## src/verilog/bl_cfg_pkg.sv

```systemverilog
// Purpose: Shared constants and types for the backlight configuration registers.
// Assumes: One 40 MHz clock, register requests come from a serial-host front end.
// Notes: Level figures are in parts per 100000 of the selected full-scale current.
package bl_cfg_pkg;

  // Register offsets
  localparam logic [7:0] SENSOR_RES_SEL_ADDR = 8'h41;
  localparam logic [7:0] LED_BRIGHTNESS_ADDR = 8'hA0;

  // Reset values
  localparam logic [7:0] SENSOR_RES_SEL_RST = 8'h00;
  localparam logic [6:0] BRIGHTNESS_RST = 7'h7F;
  localparam logic [7:0] UNMAPPED_RDATA = 8'h00;

  // Field positions
  localparam int SENSOR_ONE_LSB = 0;
  localparam int SENSOR_TWO_LSB = 4;
  localparam int RES_FIELD_W = 4;
  localparam int BRT_CODE_W = 7;

  // Brightness code end points
  localparam logic [6:0] BRT_CODE_OFF = 7'h00;
  localparam logic [6:0] BRT_CODE_ONE = 7'h01;
  localparam logic [6:0] BRT_CODE_FULL = 7'h7F;

  // Level scale: full scale is 100000 parts
  localparam logic [16:0] LEVEL_FULL = 17'h1_86A0;
  localparam logic [16:0] LEVEL_EXP_ONE = 17'h0_0050;
  localparam logic [16:0] LEVEL_LIN_ONE = 17'h0_0313;
  localparam logic [23:0] LIN_DIVISOR = 24'h00_007F;
  // Exponential step factor per code, Q16 (about 1.0582)
  localparam logic [16:0] EXP_STEP_Q16 = 17'h1_0EE8;
  localparam int EXP_FRAC_BITS = 8;
  localparam int EXP_STEPS_MAX = 126;

  // Resistance in ohms for codes 1..15, largest first; index 0 is open
  localparam logic [15:0] RES_OHM_TABLE [16] = '{
    16'h0000, 16'h34DB, 16'h2333, 16'h1524, 16'h08DF, 16'h079A, 16'h0717, 16'h0640,
    16'h0472, 16'h041A, 16'h03F3, 16'h03AD, 16'h02F7, 16'h02CF, 16'h02BC, 16'h029B
  };

  // Register request from the host front end
  typedef struct packed {
    logic wr;
    logic rd;
    logic [7:0] addr;
    logic [7:0] wdata;
  } reg_req_s;

  // Converter sequencing, Gray along idle-step-finish
  typedef enum logic [1:0] {
    CV_IDLE = 2'b00,
    CV_STEP = 2'b01,
    CV_FINISH = 2'b11
  } conv_state_e;

  // Converter state
  typedef struct packed {
    conv_state_e st;
    logic [6:0] code;
    logic lin;
    logic [6:0] cnt;
    logic [24:0] acc;
    logic [16:0] level;
  } conv_state_s;

  // Register bank state
  typedef struct packed {
    logic [7:0] sel;
    logic [6:0] led_brightness_code;
    logic [7:0] rdata;
    logic [14:0] oh_one;
    logic [14:0] oh_two;
    logic [15:0] ohm_one;
    logic [15:0] ohm_two;
    logic [2:0] fs;
    logic lin;
    logic init;
  } bank_state_s;

endpackage

```

## src/verilog/backlight_brightness_als_config.sv

```systemverilog
// Purpose: Sensor resistor select and LED brightness registers with level conversion.
// Assumes: Host front end delivers one-cycle write and read strobes with address and data.
// Notes: Full-scale select and profile bit live in another register bank and come in as pins.
// Contract
// - Resistor select: low nibble one, high two
// - Low nibble zero leaves sensor one open
// - High nibble zero leaves sensor two open
// - Fifteen codes, resistance falls with code
// - Brightness register: seven-bit code, 127 levels
// - Level is fraction of selected full scale
// - Profile bit zero exponential, one linear
// - Code one: 0.08% exponential, 0.79% linear
`timescale 1ns/1ps
module backlight_brightness_als_config
  import bl_cfg_pkg::*;
(
  input wire logic mclk,
  input wire logic rst,
  input bl_cfg_pkg::reg_req_s reg_req,
  output logic [7:0] reg_rdata,
  input wire logic [2:0] full_scale_sel,
  input wire logic profile_linear,
  output logic [14:0] light_sensor_input_one_sel,
  output logic [14:0] light_sensor_input_two_sel,
  output logic [15:0] light_sensor_input_one_ohm,
  output logic [15:0] light_sensor_input_two_ohm,
  output logic sensor_one_res_bit3,
  output logic sensor_one_res_bit2,
  output logic sensor_one_res_bit1,
  output logic sensor_one_res_bit0,
  output logic sensor_two_res_bit3,
  output logic sensor_two_res_bit2,
  output logic sensor_two_res_bit1,
  output logic sensor_two_res_bit0,
  output logic [6:0] brightness_code,
  output logic [2:0] full_scale_led_current,
  output logic led_profile_linear,
  output logic [16:0] led_level,
  output logic led_level_valid
);

  import bl_cfg_pkg::*;

  bank_state_s s_q, s_d; // All bank state
  logic wr_sel; // Write to resistor select
  logic wr_brt; // Write to brightness
  logic conv_start; // Recompute level
  logic [7:0] sel_next; // Resistor select after this cycle's write
  logic [3:0] nib [2]; // Next nibbles per sensor
  logic [14:0] oh_d [2]; // Next one-hot switch pattern
  logic [15:0] ohm_d [2]; // Next resistance figure

  // One-hot switch for a code; zero opens every switch
  function automatic logic [14:0] res_onehot(input logic [3:0] c);
    logic [14:0] r;
    r = '0;
    if (c != 4'h0) begin
      r = 15'h0001 << (c - 4'h1);
    end
    return r;
  endfunction

  // Address decode
  assign wr_sel = reg_req.wr && reg_req.addr == SENSOR_RES_SEL_ADDR;
  assign wr_brt = reg_req.wr && reg_req.addr == LED_BRIGHTNESS_ADDR;

  // Next select value, so the decode tracks the register without a loop through s_d
  assign sel_next = wr_sel ? reg_req.wdata : s_q.sel;
  assign nib[0] = sel_next[SENSOR_ONE_LSB +: RES_FIELD_W];
  assign nib[1] = sel_next[SENSOR_TWO_LSB +: RES_FIELD_W];

  // Same decode for both sensor inputs
  genvar gi;
  generate
    for (gi = 0; gi < 2; gi++) begin : g_sensor
      assign oh_d[gi] = res_onehot(nib[gi]);
      assign ohm_d[gi] = RES_OHM_TABLE[nib[gi]];
    end
  endgenerate

  // Register bank next state
  always_comb begin
    s_d = s_q;
    s_d.init = 1'b0;
    // Writes
    if (wr_sel) begin
      s_d.sel = reg_req.wdata;
    end
    if (wr_brt) begin
      s_d.led_brightness_code = reg_req.wdata[BRT_CODE_W-1:0];
    end
    // Reads, unmapped addresses answer zero
    if (reg_req.rd) begin
      case (reg_req.addr)
        SENSOR_RES_SEL_ADDR: begin
          s_d.rdata = s_q.sel;
        end
        LED_BRIGHTNESS_ADDR: begin
          s_d.rdata = {1'b0, s_q.led_brightness_code};
        end
        default: begin
          s_d.rdata = UNMAPPED_RDATA;
        end
      endcase
    end
    // Mirror the general configuration fields
    s_d.fs = full_scale_sel;
    s_d.lin = profile_linear;
    // Decoded switch pattern for the next select value
    s_d.oh_one = oh_d[0];
    s_d.oh_two = oh_d[1];
    s_d.ohm_one = ohm_d[0];
    s_d.ohm_two = ohm_d[1];
  end

  // State register
  always_ff @(posedge mclk or posedge rst) begin
    if (rst) begin
      s_q <= '{sel: SENSOR_RES_SEL_RST, led_brightness_code: BRIGHTNESS_RST, rdata: 8'h00, oh_one: 15'h0000,
               oh_two: 15'h0000, ohm_one: 16'h0000, ohm_two: 16'h0000, fs: 3'h0, lin: 1'b0,
               init: 1'b1};
    end else begin
      s_q <= s_d;
    end
  end

  // Recompute after reset, a brightness write or a profile change
  assign conv_start = s_q.init || wr_brt || (s_q.lin != profile_linear);

  // Code to level converter
  brightness_level_conv u_conv (
    .mclk(mclk),
    .rst(rst),
    .start(conv_start),
    .code(s_d.led_brightness_code),
    .linear(profile_linear),
    .level(led_level),
    .level_valid(led_level_valid)
  );

  // Outputs from the state register
  assign reg_rdata = s_q.rdata;
  assign light_sensor_input_one_sel = s_q.oh_one;
  assign light_sensor_input_two_sel = s_q.oh_two;
  assign light_sensor_input_one_ohm = s_q.ohm_one;
  assign light_sensor_input_two_ohm = s_q.ohm_two;
  assign {sensor_one_res_bit3, sensor_one_res_bit2, sensor_one_res_bit1, sensor_one_res_bit0} =
    s_q.sel[SENSOR_ONE_LSB +: RES_FIELD_W];
  assign {sensor_two_res_bit3, sensor_two_res_bit2, sensor_two_res_bit1, sensor_two_res_bit0} =
    s_q.sel[SENSOR_TWO_LSB +: RES_FIELD_W];
  assign brightness_code = s_q.led_brightness_code;
  assign full_scale_led_current = s_q.fs;
  assign led_profile_linear = s_q.lin;
endmodule

```

## src/verilog/brightness_level_conv.sv

```systemverilog
// Purpose: Turns a 7-bit brightness code into a fraction of full-scale current.
// Assumes: start is a one-cycle pulse; a new start restarts any conversion.
// Notes: Exponential profile is walked one step per clock, up to 125 steps.
`timescale 1ns/1ps
module brightness_level_conv
  import bl_cfg_pkg::*;
(
  input wire logic mclk,
  input wire logic rst,
  input wire logic start,
  input wire logic [6:0] code,
  input wire logic linear,
  output logic [16:0] level,
  output logic level_valid
);

  conv_state_s s_q, s_d; // All converter state
  logic [41:0] prod; // Exponential step product
  logic [23:0] lin_num; // Linear numerator
  logic [16:0] lin_level; // Linear result
  logic [16:0] exp_level; // Exponential result, clipped

  // Arithmetic helpers
  always_comb begin
    prod = {17'h0_0000, s_q.acc} * {25'h000_0000, EXP_STEP_Q16};
    lin_num = 24'(code * LEVEL_FULL);
    lin_level = 17'(lin_num / LIN_DIVISOR);
    exp_level = (s_q.acc[24:EXP_FRAC_BITS] > LEVEL_FULL) ? LEVEL_FULL : s_q.acc[24:EXP_FRAC_BITS];
  end

  // Next-state logic
  always_comb begin
    s_d = s_q;
    if (start) begin
      s_d.code = code;
      s_d.lin = linear;
      s_d.st = CV_IDLE;
      if (code == BRT_CODE_OFF) begin
        s_d.level = '0;
      end else if (code == BRT_CODE_FULL) begin
        s_d.level = LEVEL_FULL;
      end else if (linear) begin
        s_d.level = lin_level;
      end else begin
        // Seed at code one, then one step per code above it
        s_d.acc = {LEVEL_EXP_ONE, 8'h00};
        s_d.cnt = code - BRT_CODE_ONE;
        s_d.st = CV_STEP;
      end
    end else begin
      case (s_q.st)
        CV_IDLE: begin
          s_d.st = CV_IDLE;
        end
        CV_STEP: begin
          if (s_q.cnt == 7'h00) begin
            s_d.st = CV_FINISH;
          end else begin
            s_d.acc = prod[40:16];
            s_d.cnt = s_q.cnt - 7'h01;
          end
        end
        CV_FINISH: begin
          s_d.level = exp_level;
          s_d.st = CV_IDLE;
        end
        default: begin
          s_d.st = CV_IDLE;
        end
      endcase
    end
  end

  // State register
  always_ff @(posedge mclk or posedge rst) begin
    if (rst) begin
      s_q <= '{st: CV_IDLE, code: 7'h00, lin: 1'b0, cnt: 7'h00, acc: 25'h000_0000, level: 17'h0_0000};
    end else begin
      s_q <= s_d;
    end
  end

  assign level = s_q.level;
  assign level_valid = (s_q.st == CV_IDLE) && !start;
endmodule
```

## config.mk

```make
export PLATFORM = sky130hd
export DESIGN_NAME = backlight_brightness_als_config
export DESIGN_NICKNAME = d
export VERILOG_FILES = /design/src/verilog/bl_cfg_pkg.sv /design/src/verilog/backlight_brightness_als_config.sv /design/src/verilog/brightness_level_conv.sv
export SDC_FILE = /design/constraint.sdc
export NUM_CORES = 1
export LEC_CHECK = 0
export BUFFER_PORTS_ARGS = -buffer_cell sky130_fd_sc_hd__buf_4
export CAP_MARGIN = 20
export CORE_MARGIN = 2
export CORE_UTILIZATION = 35
export CTS_CLUSTER_DIAMETER = 100
export DETAILED_ROUTE_END_ITERATION = 7
export SETUP_SLACK_MARGIN = 0.05
export SYNTH_ARGS = -nofsm -noshare
export SYNTH_HDL_FRONTEND = slang
export SYNTH_SLANG_ARGS = --single-unit
```

## constraint.sdc

```tcl
create_clock -name mclk -period 15.1 [get_ports mclk]
set_input_delay 1.51 -clock mclk [delete_from_list [all_inputs] [get_ports mclk]]
set_output_delay 1.51 -clock mclk [all_outputs]
set_load 0.01 [all_outputs]
```

==> summary by stage <==
Placement
Port buffering added 126 buffers. Summing all placed instances gives a cell area of between 0.02 and 0.025 mm2. Once detailed placement completed, the half-perimeter wirelength came to slightly below 40 mm.

OpenSTA, run right after detailed placement, puts the worst setup slack at -0.436 ns. At the end of routability-driven placement, the weighted congestion stood at 0.905.

Hold path
The number of stages on the worst hold path is 2. The worst hold path begins at u_conv.level[2]$_DFFE_PP0P_. For hold timing, the worst endpoint is u_conv.level[2]$_DFFE_PP0P_.

The worst hold path belongs to the class flop to flop.

Clocking
The clock transition time at the flip-flop clock pins of the worst setup and hold paths is approximately 0.060 ns. The H-tree was split into 4 levels. The TritonCTS buffer count is 17. The root buffer selected by CTS is sky130_fd_sc_hd__clkbuf_16. The clock tree from TritonCTS is yes. The number of clock sinks is 137.

The maximum clock insertion buffer count is 2. The worst-skew pair later-pin latency is about 0.44 ns.

Floorplanning
The initial core utilization is 0.353. The area enclosed by the die boundary is approximately 0.052 mm2. The vertical die dimension is about 230 um.

The core area is ~0.05 mm2. The boundary pin count is approximately 130. The die extent in x is about 230 um. After floorplanning, the core was divided into 82 placement rows.

Timing
The number of endpoints failing setup at the final stage is 0. The number of max-slew violations in the final report is 0. In this run the tightest slew margin relative to its limit is 0.289. The slew at the pin closest to its max-slew limit is 1.06 ns. The final-layout worst hold slack is ~0.5 ns. Setup repair after global routing could not meet its margin everywhere.

Of the available clock period, the critical path in the final layout requires 0.977. The largest clock skew in the final design is between 0.01 and 0.015 ns. The time the worst path needs with I/O delays and setup is ~15 ns. The worst setup margin is around 0.35 ns. The total count of hold-check failures in the final report is 0. The highest clock rate is between 60 and 70 MHz.

Synthesis
The synthesized instance count is roughly 1900. The sequential element share of the synthesized area is 0.195. The area share of the largest cell type after synthesis is 0.183. The dominant register cell in the synthesized netlist is sky130_fd_sc_hd__dfrtp_1. The count of flip-flops with a built-in enable after synthesis is 0.

Synthesis instantiated approximately 120 different standard cells from the library. The flip-flop and latch count after synthesis is around 140. Summed over all instances, the cell type with the most area after synthesis is sky130_fd_sc_hd__dfrtp_1.

The total of warnings raised by yosys is 0. By area the synthesized netlist is led by sky130_fd_sc_hd__dfrtp_1, sky130_fd_sc_hd__ha_1, sky130_fd_sc_hd__fa_1, sky130_fd_sc_hd__buf_4, sky130_fd_sc_hd__inv_1. The average size of a mapped cell is 9.42 um2. The cell area that synthesis handed to floorplanning was around 0.018 mm2.

In the synthesized netlist the async set-or-reset flop fraction comes to 1.00.

Routing
For this block, the routed nets add up to 50.4 mm of wire. In the final routed layout, each cell accounts on average for roughly 18 um. Summing over every cut layer, the via total after detailed routing is about 15000. The number of violations reported at the end of detailed-routing iteration 0 is roughly 1000. The length of the first detailed-routing pass in iterations is 6.

The number of vias per cell after detailed routing is 5.23. The remaining number of nets flagged by the antenna check after routing is 0. The DRC violation count after routing is 0.

Finish
The antenna cell count is 0. The final standard cell area without fillers is approximately 0.023 mm2. The share of layout cells above drive strength 1 is 0.307.

The layout has about 4700 filler cells. The area growth from synthesis to layout is 28.6%. The commonest non-fill, non-tap cell in the layout is sky130_fd_sc_hd__buf_4. The post-layout utilization of the core is 0.454. The top cell types in the final layout, fill and taps aside, are sky130_fd_sc_hd__buf_4, sky130_fd_sc_hd__ha_1, sky130_fd_sc_hd__inv_1, sky130_fd_sc_hd__fa_1, sky130_fd_sc_hd__dfrtp_1. The net count of the finished layout is about 2600.

Worst setup path
The largest individual stage delay along the critical path comes from the cell sky130_fd_sc_hd__or4b_4. The slack of the worst reg-to-reg path is just under 2 ns. The cell seen most often among critical-path stages is sky130_fd_sc_hd__buf_4. In this run the worst path has a maximum fanout of 8. For this run, the slowest stage of the critical path takes a little under 0.6 ns.

The cell count of the worst reg-to-reg path is 61. In this run the critical register-to-register path is launched from brightness_code[4]$_DFF_PP1_. STA puts the critical path data required time at between 15 and 20 ns. STA classifies the critical path startpoint as an input pin. The critical path arrival is approximately 15 ns. In this run the critical register-to-register path is captured at u_conv.level[0]$_DFFE_PP0P_. The critical path in this run is classified as input pin to flop. The worst setup path is captured at a flop.

Flow run
The tool flagged a number of max-cap violations equal to 0.

Global route
The final global-route overflow total is 0. The initial antenna violation count came to 1. The first global-routing pass estimated 81.9 mm of wire. Across every metal layer, demand over resource in global routing totals 0.192. The largest net degree at the start of global routing is just over 80. The via count of the first global-routing pass is 15600.

Power and ir drop
VDD sags by at most 151 uV. The analysis attributes to cell leakage a power of 11.4 nW. The total power density per cell area is about 140 mW/mm2.

Outcome
The flow ran to the end, and the final reports show no timing, DRC or antenna violations.
## critical path: cells and delay by family
family | cells | cell delay, ns
AO/OA/AOI/OAI | 25 | 4.34
XOR/XNOR | 1 | 0.07
adder cells (fa/ha/maj) | 8 | 2.44
buffers and inverters | 10 | 1.32
multiplexers | 1 | 0.34
AND/OR/NAND/NOR | 19 | 5.00
## registers in the layout, indices dropped and copies added, names as in the netlist, 3 cells and up
name / flops
brightness_code: 7
full_scale_led_current: 3
light_sensor_input_one_ohm: 14
light_sensor_input_one_sel: 15
light_sensor_input_two_ohm: 14
light_sensor_input_two_sel: 15
reg_rdata: 8
u_conv.level: 17
u_conv.s_q: 34
## metrics by stage
step                      power, W  setup TNS, ns  instances
after floorplan            0.00200              0       1878
after global routing       0.00351         -0.320       2877
final                      0.00316              0       2877
after CTS                  0.00309              0       2827
after detailed placement   0.00261         -0.818       2795
after global placement     0.00255         -0.350       2795
## synthesized netlist by cell type (all sizes together), types with 6 or more instances
cell type	number
nand2	128
nor4	12
a221oi	6
ha	251
a211oi	14
clkbuf	25
a31oi	20
mux2	10
or3	8
a22oi	17
nand3	45
nor2b	9
o21bai	11
or2	15
a21oi	100
nand4	14
a211o	7
mux2i	30
buf	111
nor3	37
inv	178
a31o	6
o22ai	10
fa	135
nand2b	10
o211a	6
xnor2	51
dfrtp	129
and2	7
o21a	23
xor2	29
nor3b	7
a22o	21
o21ai	86
o31ai	10
and3	18
dfstp	8
nor2	131
a21o	21
o211ai	24
## timing repair
item | 4_1_cts | 5_1_grt
pin swaps | 0 | 87
hold buffers | 0 | 0
buffers inserted | 0 | 51
setup endpoints to repair | 2 | 4
resized for setup | 5 | 156
## layout make-up
type,count,area (um2),share of cell area
Clock inverter,14,180,0.00794
Sequential cell,137,3440,0.151
Timing Repair Buffer,431,3290,0.145
Tap cell,672,841,0.0370
Clock buffer,18,439,0.0193
Inverter,180,681,0.0300
Multi-Input combinational cell,1425,13800,0.609
## where the power goes
part	switching (W)	internal (W)
registers	0.0000681	0.000408
logic	0.00121	0.00103
clock network	0.000188	0.000255
total	0.00147	0.00169
## routing by layer
metal  up-vias  global-route usage  wire length (um)
li1       7168                   -                 -
met1      7457               0.251             22200
met2       352               0.334             25000
met3        57              0.0284              2360
met4         2              0.0431               776
met5         -                   0                10
## worst max-delay path by stage
stage               cells after the start  slack (ns)         from                           to
floorplan                              61        0.05   reg_req[9]  u_conv.level[0]$_DFFE_PP0P_
global placement                       59       -0.21   reg_req[9]  u_conv.level[0]$_DFFE_PP0P_
detailed placement                     58       -0.44   reg_req[9]  u_conv.level[0]$_DFFE_PP0P_
CTS                                    61        0.13   reg_req[9]  u_conv.level[0]$_DFFE_PP0P_
global route                           65       -0.19  reg_req[11]  u_conv.level[0]$_DFFE_PP0P_
finish                                 64        0.35  reg_req[11]  u_conv.level[0]$_DFFE_PP0P_
## logic make-up after synthesis
logic type               after synthesis  share of synthesized area
AND/OR/NAND/NOR                      463                      0.133
AO/OA/AOI/OAI                        450                      0.185
adder cells (fa/ha/maj)              387                      0.332
buffers and inverters                316                     0.0893
flip-flops                           137                      0.195
XOR/XNOR                              80                     0.0423
multiplexers                          40                     0.0238
other                                  1                   0.000213
(Power assumes the default switching activity.)
